**src/hw/timer_params.svh**
```systemverilog
// Purpose: Register offsets, field positions and fixed values of the timer.
// Assumes: Included by its bare name wherever a constant is needed.
// Notes:   Definitions only.
`ifndef TIMER_PARAMS_SVH
`define TIMER_PARAMS_SVH

// Register byte offsets on the register bus.
`define TMR_OFF_CTRL     4'h0
`define TMR_OFF_COUNT    4'h4
`define TMR_OFF_RELOAD   4'h8
`define TMR_OFF_CAPTURE  4'hc

// Control register field positions.
`define TMR_CTRL_EN      0
`define TMR_CTRL_MODE_LO 1
`define TMR_CTRL_MODE_HI 3
`define TMR_CTRL_PSC_LO  4
`define TMR_CTRL_PSC_HI  6
`define TMR_CTRL_POL     7
`define TMR_CTRL_OUTEN   8
`define TMR_CTRL_ISRC_LO 9
`define TMR_CTRL_ISRC_HI 10
`define TMR_CTRL_CAPF    11

// Reset and restart values.
`define TMR_RESTART      16'h0001
`define TMR_COUNT_RST    16'h0001
`define TMR_RELOAD_RST   16'hffff
`define TMR_CAPTURE_RST  16'h0000
`define TMR_PSC_RST      3'h0

// Bus answers.
`define TMR_RESP_OKAY    2'b00
`define TMR_RESP_SLVERR  2'b10

`endif

```
**src/hw/timer_pkg.sv**
```systemverilog
// Purpose: Types shared by the timer modules.
// Assumes: Nothing beyond the parameter header.
// Notes:   Mode codes above the last legal one stop the counter.
package timer_pkg;

  // Operating modes of the counter.
  typedef enum logic [2:0] {
    MODE_ONESHOT = 3'h0,
    MODE_CONT    = 3'h1,
    MODE_COUNTER = 3'h2,
    MODE_CAPTURE = 3'h3,
    MODE_CAPRST  = 3'h4
  } mode_t;

  // Which events of the capture modes raise the interrupt.
  typedef enum logic [1:0] {
    ISRC_BOTH    = 2'h0,
    ISRC_CAPTURE = 2'h1,
    ISRC_RELOAD  = 2'h2
  } isrc_t;

  typedef logic [2:0] psel_t;

endpackage : timer_pkg

```
**src/hw/timer_sig_if.sv**
```systemverilog
// Purpose: Carries prescaler and input-pin signals between timer modules.
// Assumes: All signals on the one system clock.
// Notes:   No clocking block; plain wires.
`timescale 1ns/100ps
interface timer_sig_if;
  import timer_pkg::*;
  logic  run;
  psel_t psel;
  logic  tick;
  logic  rise;
  logic  fall;

  modport presc (input run, input psel, output tick);
  modport edge_det (output rise, output fall);
  modport core (output run, output psel, input tick, input rise,
                input fall);
endinterface : timer_sig_if

```
**src/hw/timer_prescaler.sv**
```systemverilog
// Purpose: Divides the system clock into a one-cycle advance enable.
// Assumes: Divide ratio is two to the power of the select field.
// Notes:   Held in reset while the timer is stopped.
`timescale 1ns/100ps
module timer_prescaler
  import timer_pkg::*;
#(
  parameter int PW = 7
)(
  input  wire logic  clk,
  input  wire logic  rst_n,
  timer_sig_if.presc sig
);
  import timer_pkg::*;

  logic [PW-1:0] cnt_reg;
  logic [PW-1:0] lim;
  logic          tick_reg;

  // Terminal count for the selected ratio.
  assign lim = PW'((8'h01 << sig.psel) - 8'h01);
  assign sig.tick = tick_reg;

  // Divider; a stopped timer restarts the division from zero.
  always_ff @(posedge clk or negedge rst_n)
  begin
    if (!rst_n)
    begin
      cnt_reg  <= '0;
      tick_reg <= 1'b0;
    end
    else if (!sig.run)
    begin
      cnt_reg  <= '0;
      tick_reg <= 1'b0;
    end
    else
    begin
      tick_reg <= (cnt_reg == lim);
      cnt_reg  <= (cnt_reg == lim) ? '0 : cnt_reg + 1'b1;
    end
  end
endmodule : timer_prescaler

```
**src/hw/timer_edge.sv**
```systemverilog
// Purpose: Synchronises the timer input pin and reports clean edges.
// Assumes: The pin is asynchronous to the system clock.
// Notes:   A change counts once the second and third stages agree.
`timescale 1ns/100ps
module timer_edge (
  input  wire logic     clk,
  input  wire logic     rst_n,
  input  wire logic     pin,
  timer_sig_if.edge_det sig
);
  import timer_pkg::*;

  logic s1_reg;
  logic s2_reg;
  logic s3_reg;
  logic lvl_reg;
  logic rise_reg;
  logic fall_reg;

  assign sig.rise = rise_reg;
  assign sig.fall = fall_reg;

  // Three-stage synchroniser; only the second stage reads the first.
  always_ff @(posedge clk or negedge rst_n)
  begin
    if (!rst_n)
    begin
      s1_reg <= 1'b0;
      s2_reg <= 1'b0;
      s3_reg <= 1'b0;
    end
    else
    begin
      s1_reg <= pin;
      s2_reg <= s1_reg;
      s3_reg <= s2_reg;
    end
  end

  // Filtered level and single-cycle edge pulses.
  always_ff @(posedge clk or negedge rst_n)
  begin
    if (!rst_n)
    begin
      lvl_reg  <= 1'b0;
      rise_reg <= 1'b0;
      fall_reg <= 1'b0;
    end
    else
    begin
      rise_reg <= (s2_reg == s3_reg) && s3_reg && !lvl_reg;
      fall_reg <= (s2_reg == s3_reg) && !s3_reg && lvl_reg;
      if (s2_reg == s3_reg)
        lvl_reg <= s3_reg;
    end
  end

endmodule : timer_edge

```
**src/hw/timer_top.sv**
```systemverilog
// Purpose: 16-bit up-counting timer with capture, behind an AXI4-Lite slave.
// Assumes: One 200 MHz clock; the input pin obeys the rate limits below.
// Notes:   Function
// Function
// - One-shot reload inverts output one cycle
// - One-shot counts prescaled system clock only
// - Continuous: match interrupts, reloads 0001H, toggles output
// - Written start count affects first pass only
// - Continuous period is reload times prescale
// - Counter mode counts pin edges by polarity
// - Counter mode bypasses the prescaler
// - Counter match interrupts, reloads 0001H, toggles output
// - Interrupt source select filters capture interrupts
// - Reload never writes the capture register
// - Capture restart copies count on pin edge
// - Polarity selects the capturing edge
// - Capture restart interrupts and reloads 0001H
// - Capture sets the capture event flag
// - Without capture, count to reload and restart
`timescale 1ns/100ps
`include "timer_params.svh"
module timer_top (
  input  wire logic        CLK,
  input  wire logic        RST_N,
  input  wire logic [3:0]  AWADDR,
  input  wire logic [2:0]  AWPROT,
  input  wire logic        AWVALID,
  output logic             AWREADY,
  input  wire logic [31:0] WDATA,
  input  wire logic [3:0]  WSTRB,
  input  wire logic        WVALID,
  output logic             WREADY,
  output logic [1:0]       BRESP,
  output logic             BVALID,
  input  wire logic        BREADY,
  input  wire logic [3:0]  ARADDR,
  input  wire logic [2:0]  ARPROT,
  input  wire logic        ARVALID,
  output logic             ARREADY,
  output logic [31:0]      RDATA,
  output logic [1:0]       RRESP,
  output logic             RVALID,
  input  wire logic        RREADY,
  input  wire logic        TIN,
  output logic             TOUT,
  output logic             TOUT_OE,
  output logic             TIMER_IRQ,
  output timer_pkg::mode_t MODE_NOW
);
  import timer_pkg::*;

  timer_sig_if sig ();

  // Register state.
  logic          en_reg;
  mode_t         mode_reg;
  psel_t         psel_reg;
  logic          pol_reg;
  logic          outen_reg;
  isrc_t         isrc_reg;
  logic          capf_reg;
  logic [15:0]   count_reg;
  logic [15:0]   reload_reg;
  logic [15:0]   capture_reg;
  logic          out_reg;
  logic          irq_reg;

  // Bus state.
  logic          aw_hold_reg;
  logic [3:0]    aw_addr_reg;
  logic          w_hold_reg;
  logic [31:0]   wdata_reg;
  logic [3:0]    wstrb_reg;
  logic          bvalid_reg;
  logic [1:0]    bresp_reg;
  logic          rvalid_reg;
  logic [31:0]   rdata_reg;
  logic [1:0]    rresp_reg;

  // Derived signals.
  logic          do_wr;
  logic          ctrl_wr;
  logic          cnt_wr;
  logic          rld_wr;
  logic          cap_wr;
  logic          wr_hit;
  logic [31:0]   ctrl_word;
  logic [31:0]   ctrl_next;
  logic [31:0]   cnt_next;
  logic [31:0]   rld_next;
  logic [31:0]   cap_next;
  logic          clocked_mode;
  logic          capture_mode;
  logic          edge_sel;
  logic          advance;
  logic          match;
  logic          cap_evt;

  // Byte-lane merge of a write into an existing word.
  function automatic logic [31:0] wmerge(input logic [31:0] old,
                                         input logic [31:0] data,
                                         input logic [3:0]  strb);
    logic [31:0] res;
    res = old;
    for (int i = 0; i < 4; i++)
      if (strb[i])
        res[8*i +: 8] = data[8*i +: 8];
    return res;
  endfunction : wmerge

  timer_prescaler #(
    .PW  (7)
  ) u_presc (
    .clk   (CLK),
    .rst_n (RST_N),
    .sig   (sig.presc)
  );

  timer_edge u_edge (
    .clk   (CLK),
    .rst_n (RST_N),
    .pin   (TIN),
    .sig   (sig.edge_det)
  );

  // Control word as software sees it; reserved bits read zero.
  always_comb
  begin
    ctrl_word = '0;
    ctrl_word[`TMR_CTRL_EN] = en_reg;
    ctrl_word[`TMR_CTRL_MODE_HI:`TMR_CTRL_MODE_LO] = mode_reg;
    ctrl_word[`TMR_CTRL_PSC_HI:`TMR_CTRL_PSC_LO] = psel_reg;
    ctrl_word[`TMR_CTRL_POL] = pol_reg;
    ctrl_word[`TMR_CTRL_OUTEN] = outen_reg;
    ctrl_word[`TMR_CTRL_ISRC_HI:`TMR_CTRL_ISRC_LO] = isrc_reg;
    ctrl_word[`TMR_CTRL_CAPF] = capf_reg;
  end

  // A write completes once address and data are both held.
  assign do_wr   = aw_hold_reg && w_hold_reg && !bvalid_reg;
  assign ctrl_wr = do_wr && (aw_addr_reg == `TMR_OFF_CTRL);
  assign cnt_wr  = do_wr && (aw_addr_reg == `TMR_OFF_COUNT);
  assign rld_wr  = do_wr && (aw_addr_reg == `TMR_OFF_RELOAD);
  assign cap_wr  = do_wr && (aw_addr_reg == `TMR_OFF_CAPTURE);
  assign wr_hit  = ctrl_wr || cnt_wr || rld_wr || cap_wr;
  assign ctrl_next = wmerge(ctrl_word, wdata_reg, wstrb_reg);
  assign cnt_next  = wmerge({16'h0000, count_reg}, wdata_reg, wstrb_reg);
  assign rld_next  = wmerge({16'h0000, reload_reg}, wdata_reg, wstrb_reg);
  assign cap_next  = wmerge({16'h0000, capture_reg}, wdata_reg, wstrb_reg);

  // Each ready only while its own channel holds nothing and no response waits, so each channel is taken once.
  assign AWREADY = !aw_hold_reg && !bvalid_reg;
  assign WREADY  = !w_hold_reg && !bvalid_reg;
  assign BVALID  = bvalid_reg;
  assign BRESP   = bresp_reg;
  assign ARREADY = !rvalid_reg;
  assign RVALID  = rvalid_reg;
  assign RDATA   = rdata_reg;
  assign RRESP   = rresp_reg;

  // Write channel capture and response.
  always_ff @(posedge CLK or negedge RST_N)
  begin
    if (!RST_N)
    begin
      aw_hold_reg <= 1'b0;
      aw_addr_reg <= '0;
      w_hold_reg  <= 1'b0;
      wdata_reg   <= '0;
      wstrb_reg   <= '0;
      bvalid_reg  <= 1'b0;
      bresp_reg   <= `TMR_RESP_OKAY;
    end
    else
    begin
      if (AWVALID && AWREADY)
      begin
        aw_hold_reg <= 1'b1;
        aw_addr_reg <= AWADDR;
      end
      if (WVALID && WREADY)
      begin
        w_hold_reg <= 1'b1;
        wdata_reg  <= WDATA;
        wstrb_reg  <= WSTRB;
      end
      if (do_wr)
      begin
        aw_hold_reg <= 1'b0;
        w_hold_reg  <= 1'b0;
        bvalid_reg  <= 1'b1;
        bresp_reg   <= wr_hit ? `TMR_RESP_OKAY : `TMR_RESP_SLVERR;
      end
      else if (bvalid_reg && BREADY)
        bvalid_reg <= 1'b0;
    end
  end

  // Read channel; data come from a register one cycle after the address.
  always_ff @(posedge CLK or negedge RST_N)
  begin
    if (!RST_N)
    begin
      rvalid_reg <= 1'b0;
      rdata_reg  <= '0;
      rresp_reg  <= `TMR_RESP_OKAY;
    end
    else if (ARVALID && ARREADY)
    begin
      rvalid_reg <= 1'b1;
      rresp_reg  <= `TMR_RESP_OKAY;
      unique case (ARADDR)
        `TMR_OFF_CTRL:    rdata_reg <= ctrl_word;
        `TMR_OFF_COUNT:   rdata_reg <= {16'h0000, count_reg};
        `TMR_OFF_RELOAD:  rdata_reg <= {16'h0000, reload_reg};
        `TMR_OFF_CAPTURE: rdata_reg <= {16'h0000, capture_reg};
        default:
        begin
          rdata_reg <= '0;
          rresp_reg <= `TMR_RESP_SLVERR;
        end
      endcase
    end
    else if (rvalid_reg && RREADY)
      rvalid_reg <= 1'b0;
  end

  // Counting sources: pin edges feed only counter mode; the other
  // modes take prescaled system clocks, so a fast pin never clocks them.
  assign clocked_mode = (mode_reg == MODE_ONESHOT) ||
                        (mode_reg == MODE_CONT) ||
                        (mode_reg == MODE_CAPTURE) ||
                        (mode_reg == MODE_CAPRST);
  assign capture_mode = (mode_reg == MODE_CAPTURE) ||
                        (mode_reg == MODE_CAPRST);
  assign edge_sel = pol_reg ? sig.fall : sig.rise;
  assign sig.run  = en_reg && clocked_mode;
  assign sig.psel = psel_reg;
  assign advance  = en_reg && (clocked_mode ? sig.tick :
                    (mode_reg == MODE_COUNTER) && edge_sel);
  assign match    = advance && (count_reg == reload_reg);
  assign cap_evt  = en_reg && capture_mode && edge_sel;

  // Control register; a one-shot time-out stops the timer unless the
  // same cycle carries a control register write, which then wins.
  always_ff @(posedge CLK or negedge RST_N)
  begin
    if (!RST_N)
    begin
      en_reg    <= 1'b0;
      mode_reg  <= MODE_ONESHOT;
      psel_reg  <= `TMR_PSC_RST;
      pol_reg   <= 1'b0;
      outen_reg <= 1'b0;
      isrc_reg  <= ISRC_BOTH;
    end
    else if (ctrl_wr)
    begin
      en_reg    <= ctrl_next[`TMR_CTRL_EN];
      mode_reg  <= mode_t'(ctrl_next[`TMR_CTRL_MODE_HI:`TMR_CTRL_MODE_LO]);
      psel_reg  <= ctrl_next[`TMR_CTRL_PSC_HI:`TMR_CTRL_PSC_LO];
      pol_reg   <= ctrl_next[`TMR_CTRL_POL];
      outen_reg <= ctrl_next[`TMR_CTRL_OUTEN];
      isrc_reg  <= isrc_t'(ctrl_next[`TMR_CTRL_ISRC_HI:`TMR_CTRL_ISRC_LO]);
    end
    else if (match && (mode_reg == MODE_ONESHOT))
      en_reg <= 1'b0;
  end

  // Capture flag: written one clears it, but a capture in the same
  // cycle sets it, so no event is lost.
  always_ff @(posedge CLK or negedge RST_N)
  begin
    if (!RST_N)
      capf_reg <= 1'b0;
    else if (cap_evt)
      capf_reg <= 1'b1;
    else if (ctrl_wr && wstrb_reg[1] && wdata_reg[`TMR_CTRL_CAPF])
      capf_reg <= 1'b0;
  end

  // Counter; any reload or restart goes to 0001H, so a written start
  // value only shapes the first pass.
  always_ff @(posedge CLK or negedge RST_N)
  begin
    if (!RST_N)
      count_reg <= `TMR_COUNT_RST;
    else if (cnt_wr)
      count_reg <= cnt_next[15:0];
    else if (cap_evt && (mode_reg == MODE_CAPRST))
      count_reg <= `TMR_RESTART;
    else if (match)
      count_reg <= `TMR_RESTART;
    else if (advance)
      count_reg <= count_reg + 16'h0001;
  end

  // Reload value.
  always_ff @(posedge CLK or negedge RST_N)
  begin
    if (!RST_N)
      reload_reg <= `TMR_RELOAD_RST;
    else if (rld_wr)
      reload_reg <= rld_next[15:0];
  end

  // Capture register is written by captures and software writes only, never by a reload.
  always_ff @(posedge CLK or negedge RST_N)
  begin
    if (!RST_N)
      capture_reg <= `TMR_CAPTURE_RST;
    else if (cap_wr)
      capture_reg <= cap_next[15:0];
    else if (cap_evt)
      capture_reg <= count_reg;
  end

  // Interrupt pulse; capture modes filter by the source select.
  always_ff @(posedge CLK or negedge RST_N)
  begin
    if (!RST_N)
      irq_reg <= 1'b0;
    else if (capture_mode)
      irq_reg <= (cap_evt && (isrc_reg != ISRC_RELOAD)) ||
                 (match && (isrc_reg != ISRC_CAPTURE));
    else
      irq_reg <= match;
  end

  // Output pin: a stopped timer shows the polarity level; a running one
  // holds its level and inverts it on each reload outside the capture modes. A one-shot stops at
  // its reload, so the inversion lasts one cycle unless software has
  // flipped the polarity meanwhile, which then leaves a lasting change.
  always_ff @(posedge CLK or negedge RST_N)
  begin
    if (!RST_N)
      out_reg <= 1'b0;
    else if (!en_reg)
      out_reg <= pol_reg;
    else if (match && !capture_mode)
      out_reg <= !out_reg;
  end

  assign TOUT      = out_reg;
  assign TOUT_OE   = outen_reg;
  assign TIMER_IRQ = irq_reg;
  assign MODE_NOW  = mode_reg;
endmodule : timer_top

```
**config.mk**
```make
export PLATFORM = sky130hd
export DESIGN_NAME = timer_top
export DESIGN_NICKNAME = d
export VERILOG_FILES = /design/src/hw/timer_pkg.sv /design/src/hw/timer_sig_if.sv /design/src/hw/timer_prescaler.sv /design/src/hw/timer_edge.sv /design/src/hw/timer_top.sv
export VERILOG_INCLUDE_DIRS = /design/src /design/src/hw
export SDC_FILE = /design/constraint.sdc
export NUM_CORES = 1
export LEC_CHECK = 0
export BUFFER_PORTS_ARGS = -buffer_cell sky130_fd_sc_hd__buf_2
export CORE_ASPECT_RATIO = 1.25
export CORE_MARGIN = 2
export CORE_UTILIZATION = 40
export DETAILED_ROUTE_END_ITERATION = 16
export PLACE_DENSITY_LB_ADDON = 0.25
export SLEW_MARGIN = 15
export SYNTH_ARGS = -nofsm -noshare
export SYNTH_HDL_FRONTEND = slang
export SYNTH_HIERARCHICAL = 1
export SYNTH_SLANG_ARGS = --single-unit
```
**constraint.sdc**
```tcl
create_clock -name CLK -period 4.1 [get_ports CLK]
set_clock_uncertainty 0.05 [all_clocks]
set_input_delay 0.41 -clock CLK [delete_from_list [all_inputs] [get_ports CLK]]
set_output_delay 0.41 -clock CLK [all_outputs]
set_load 0.05 [all_outputs]
```
==> flow_metrics.py <==
metrics = {
    "finish": {
        "drive_gt1_frac": 0.267,
        "syn2layout_area_growth_pct": 17.6,
        "stdcell_area_um2": 7300,
        "num_antenna_cells": 0,
        "final_nets": 715,
        "fin_util": 0.484,
    },
    "timing": {
        "fin_tns_setup_ns": 0,
        "fmax_mhz": 369,
        "postLayoutSetupSlackWorst_ns": 1.39,
        "finalHoldViolCount": 0,
        "fin_crit_sh": 0.661,
        "rsz0062_at_grt": "false",
        "final_max_slew_viol_count": 0,
        "setup_viol": 0,
        "period_minus_slack_ns": 2.71,
        "max_slew.worst_pin.slew_ns": 0.876,
        "relSlewSlack": 0.412,
    },
    "detailed_routing": {
        "wl_per_cell_um": 17.8,
        "drt_wl_total_um": 15600,
        "via_count": 4845,
        "vias_per_cell": 5.54,
        "route.detailed.drc": 0,
        "drtPass1Iterations": 5,
        "dr.first_iter.drc_count": 256,
        "final_antenna_net_count": 0,
    },
    "floorplanning": {
        "ios": 105,
        "die_y_um": 143,
        "fp-row-count": 50,
        "initial_utilization": 0.412,
        "die_area_um2": 16500,
        "core_um2": 15100,
        "fp.dieW_um": 115,
    },
    "critical_path": {
        "cp_cell_sequence": "xor2_1 -> nor4_1 -> nand2_1 -> or3_1 -> a31o_2 -> a22oi_1",
        "critical-path-max-stage-delay_ns": 0.75,
        "required_ns": 4.37,
        "path_delay_family": "simple AND/OR/NAND/NOR gates",
        "arrival_ns": 2.98,
        "worstSetupStartpointType": "flop",
        "crit_buf_inv": 0,
        "r2r_slack_ns": 1.39,
        "cp-end-kind": "flop",
        "cp_slowest_cell": "or3_1",
        "crit_fanout": 23,
        "worst-setup-path-type": "flop to flop",
    },
    "grt": {
        "grt_max_degree": 53,
        "grt_overflow": 0,
        "grt_pass1_wl_um": 25300,
        "grt_pass1_vias": 4787,
        "antenna_found_initial": 0,
        "grt_usage": 0.199,
    },
    "yosys": {
        "netlist_top_cells_area": "dfrtp_1, mux2_2, dfstp_2",
        "netlist_top_cells_count": "dfrtp_1, nand2_1, mux2_2, o21ai_0, clkbuf_1",
        "synth_edf_count": 0,
        "synth_most_common_cell": "dfrtp_1",
        "postSynthAreaPerCell_um2": 10.3,
        "ys_async_sr_fraction": 1.00,
        "yosys.area.top_type": "dfrtp_1",
        "synthFlopType": "dfrtp_1",
        "ys_types": 60,
        "synth_top_area_share": 0.415,
        "synth_area_um2": 6210,
        "ys_warn_count": 6,
        "seq_area_frac_synth": 0.487,
        "synth_cells": 602,
        "ys_seq_elements": 120,
    },
    "clocking": {
        "numCtsBuffers": 17,
        "post_cts_buffers": 0,
        "cts_resized": 0,
        "clkLatencyLatePin_ns": 0.42,
        "cts.sinks": 120,
        "clkTransAtPathRegs_ns": 0.06,
        "holdBufCountCts": 1,
        "cts_tree": "done",
        "cts_htree_levels": 4,
        "cts-root-buf": "clkbuf_16",
        "clock_path_buffers": 2,
    },
    "power": {
        "powerDensity_nw_per_um2": 664,
        "total_leakage_power_uw": 0.00318,
        "vdd_ir_drop_max_v": 0.000548,
        "finalPower_uw": 4840,
    },
    "hold_path": {
        "hold_class": "input port to flop",
    },
    "placement": {
        "place_area_um2": 6620,
        "routabilityCongestion": 0.873,
        "dpl.hpwl_um": 10900,
        "portBuffers": 62,
        "pre_cts_ws_ns": 1.34,
    },
    "status": {
        "outcome": "complete, no violations",
    },
    "job": {
        "drv_cap": 0,
    },
}
==> cell usage in the layout (no fill, tap or decap), types with 4 or more instances in the layout <==
master	instances
a211oi_1	6
a21o_1	4
a21oi_1	17
a221oi_1	12
a22o_1	16
a31oi_1	8
a32oi_1	12
and3_1	11
buf_2	61
buf_4	13
bufinv_16	5
clkbuf_16	17
conb_1	18
dfrtp_1	103
dfstp_2	17
ha_1	4
inv_1	17
mux2_2	47
mux2i_1	18
nand2_1	56
nand3_1	22
nor2_1	26
nor2b_1	6
nor3_1	7
nor4_1	8
o21ai_0	43
o22ai_1	4
or3_1	4
xnor2_1	5
xor2_1	19
==> final timing paths <==
path	start	depth (start not counted)	endpoint
max reg2reg	count_reg[3]$_DFFE_PN0P_	6	TIMER_IRQ$_DFF_PN0_
max in group asynchronous	RST_N	3	reload_reg[14]$_DFFE_PN1P_
min	TIN	1	u_edge/s1_reg$_DFF_PN0_
min in group asynchronous	RST_N	2	w_hold_reg$_DFFE_PN0P_
min reg2reg	u_edge/s1_reg$_DFF_PN0_	0	u_edge/s2_reg$_DFF_PN0_
max	count_reg[3]$_DFFE_PN0P_	6	TIMER_IRQ$_DFF_PN0_
==> power by group <==
| part | switching (uW) | internal, uW |
|---|---|---|
| logic | 683 | 488 |
| registers | 456 | 1550 |
| clock network | 564 | 1100 |
| total | 1700 | 3140 |
==> per-stage QoR <==
stage               hold WS [ns]  cells
floorplan                 0.0644    619
global placement           0.285    840
detailed placement         0.295    840
CTS                       0.0228    873
global route              0.0282    874
finish                    0.0396    874
==> layer usage <==
layer	vias up	track usage	routed length [um]
li1	2273	-	-
met1	2372	0.252	6510
met2	173	0.327	7790
met3	27	0.0399	933
met4	0	0.0907	347
met5	-	0	0
==> kinds of logic (layout without fill, tap and decap cells) <==
family,count (synthesis),count (layout),share of synthesized area
DFF,120,120,0.487
adders and majority gates,4,4,0.00806
xor gates and xnor gates,24,24,0.0339
buffers and inverters,77,124,0.0627
AOI/OAI and AO/OA,146,146,0.160
other,1,18,0.000604
muxes,66,66,0.117
and+or+nand+nor,164,164,0.131
==> worst reg2reg max path: stages (launching register included) <==
cell     delay [ns]
dfrtp_1        0.47
xor2_1         0.24
nor4_1         0.40
nand2_1        0.16
or3_1          0.75
a31o_2         0.37
a22oi_1        0.18
==> area by class of cell <==
class                           count  area (um2)
Clock buffer                       18         439
Multi-Input combinational cell    422        2870
Sequential cell                   120        3020
Fill cell                        1404        7780
Inverter                           17        63.8
Clock inverter                     14         221
Timing Repair Buffer               75         413
Tap cell                          208         260
Power figures use the tool's default switching activity.
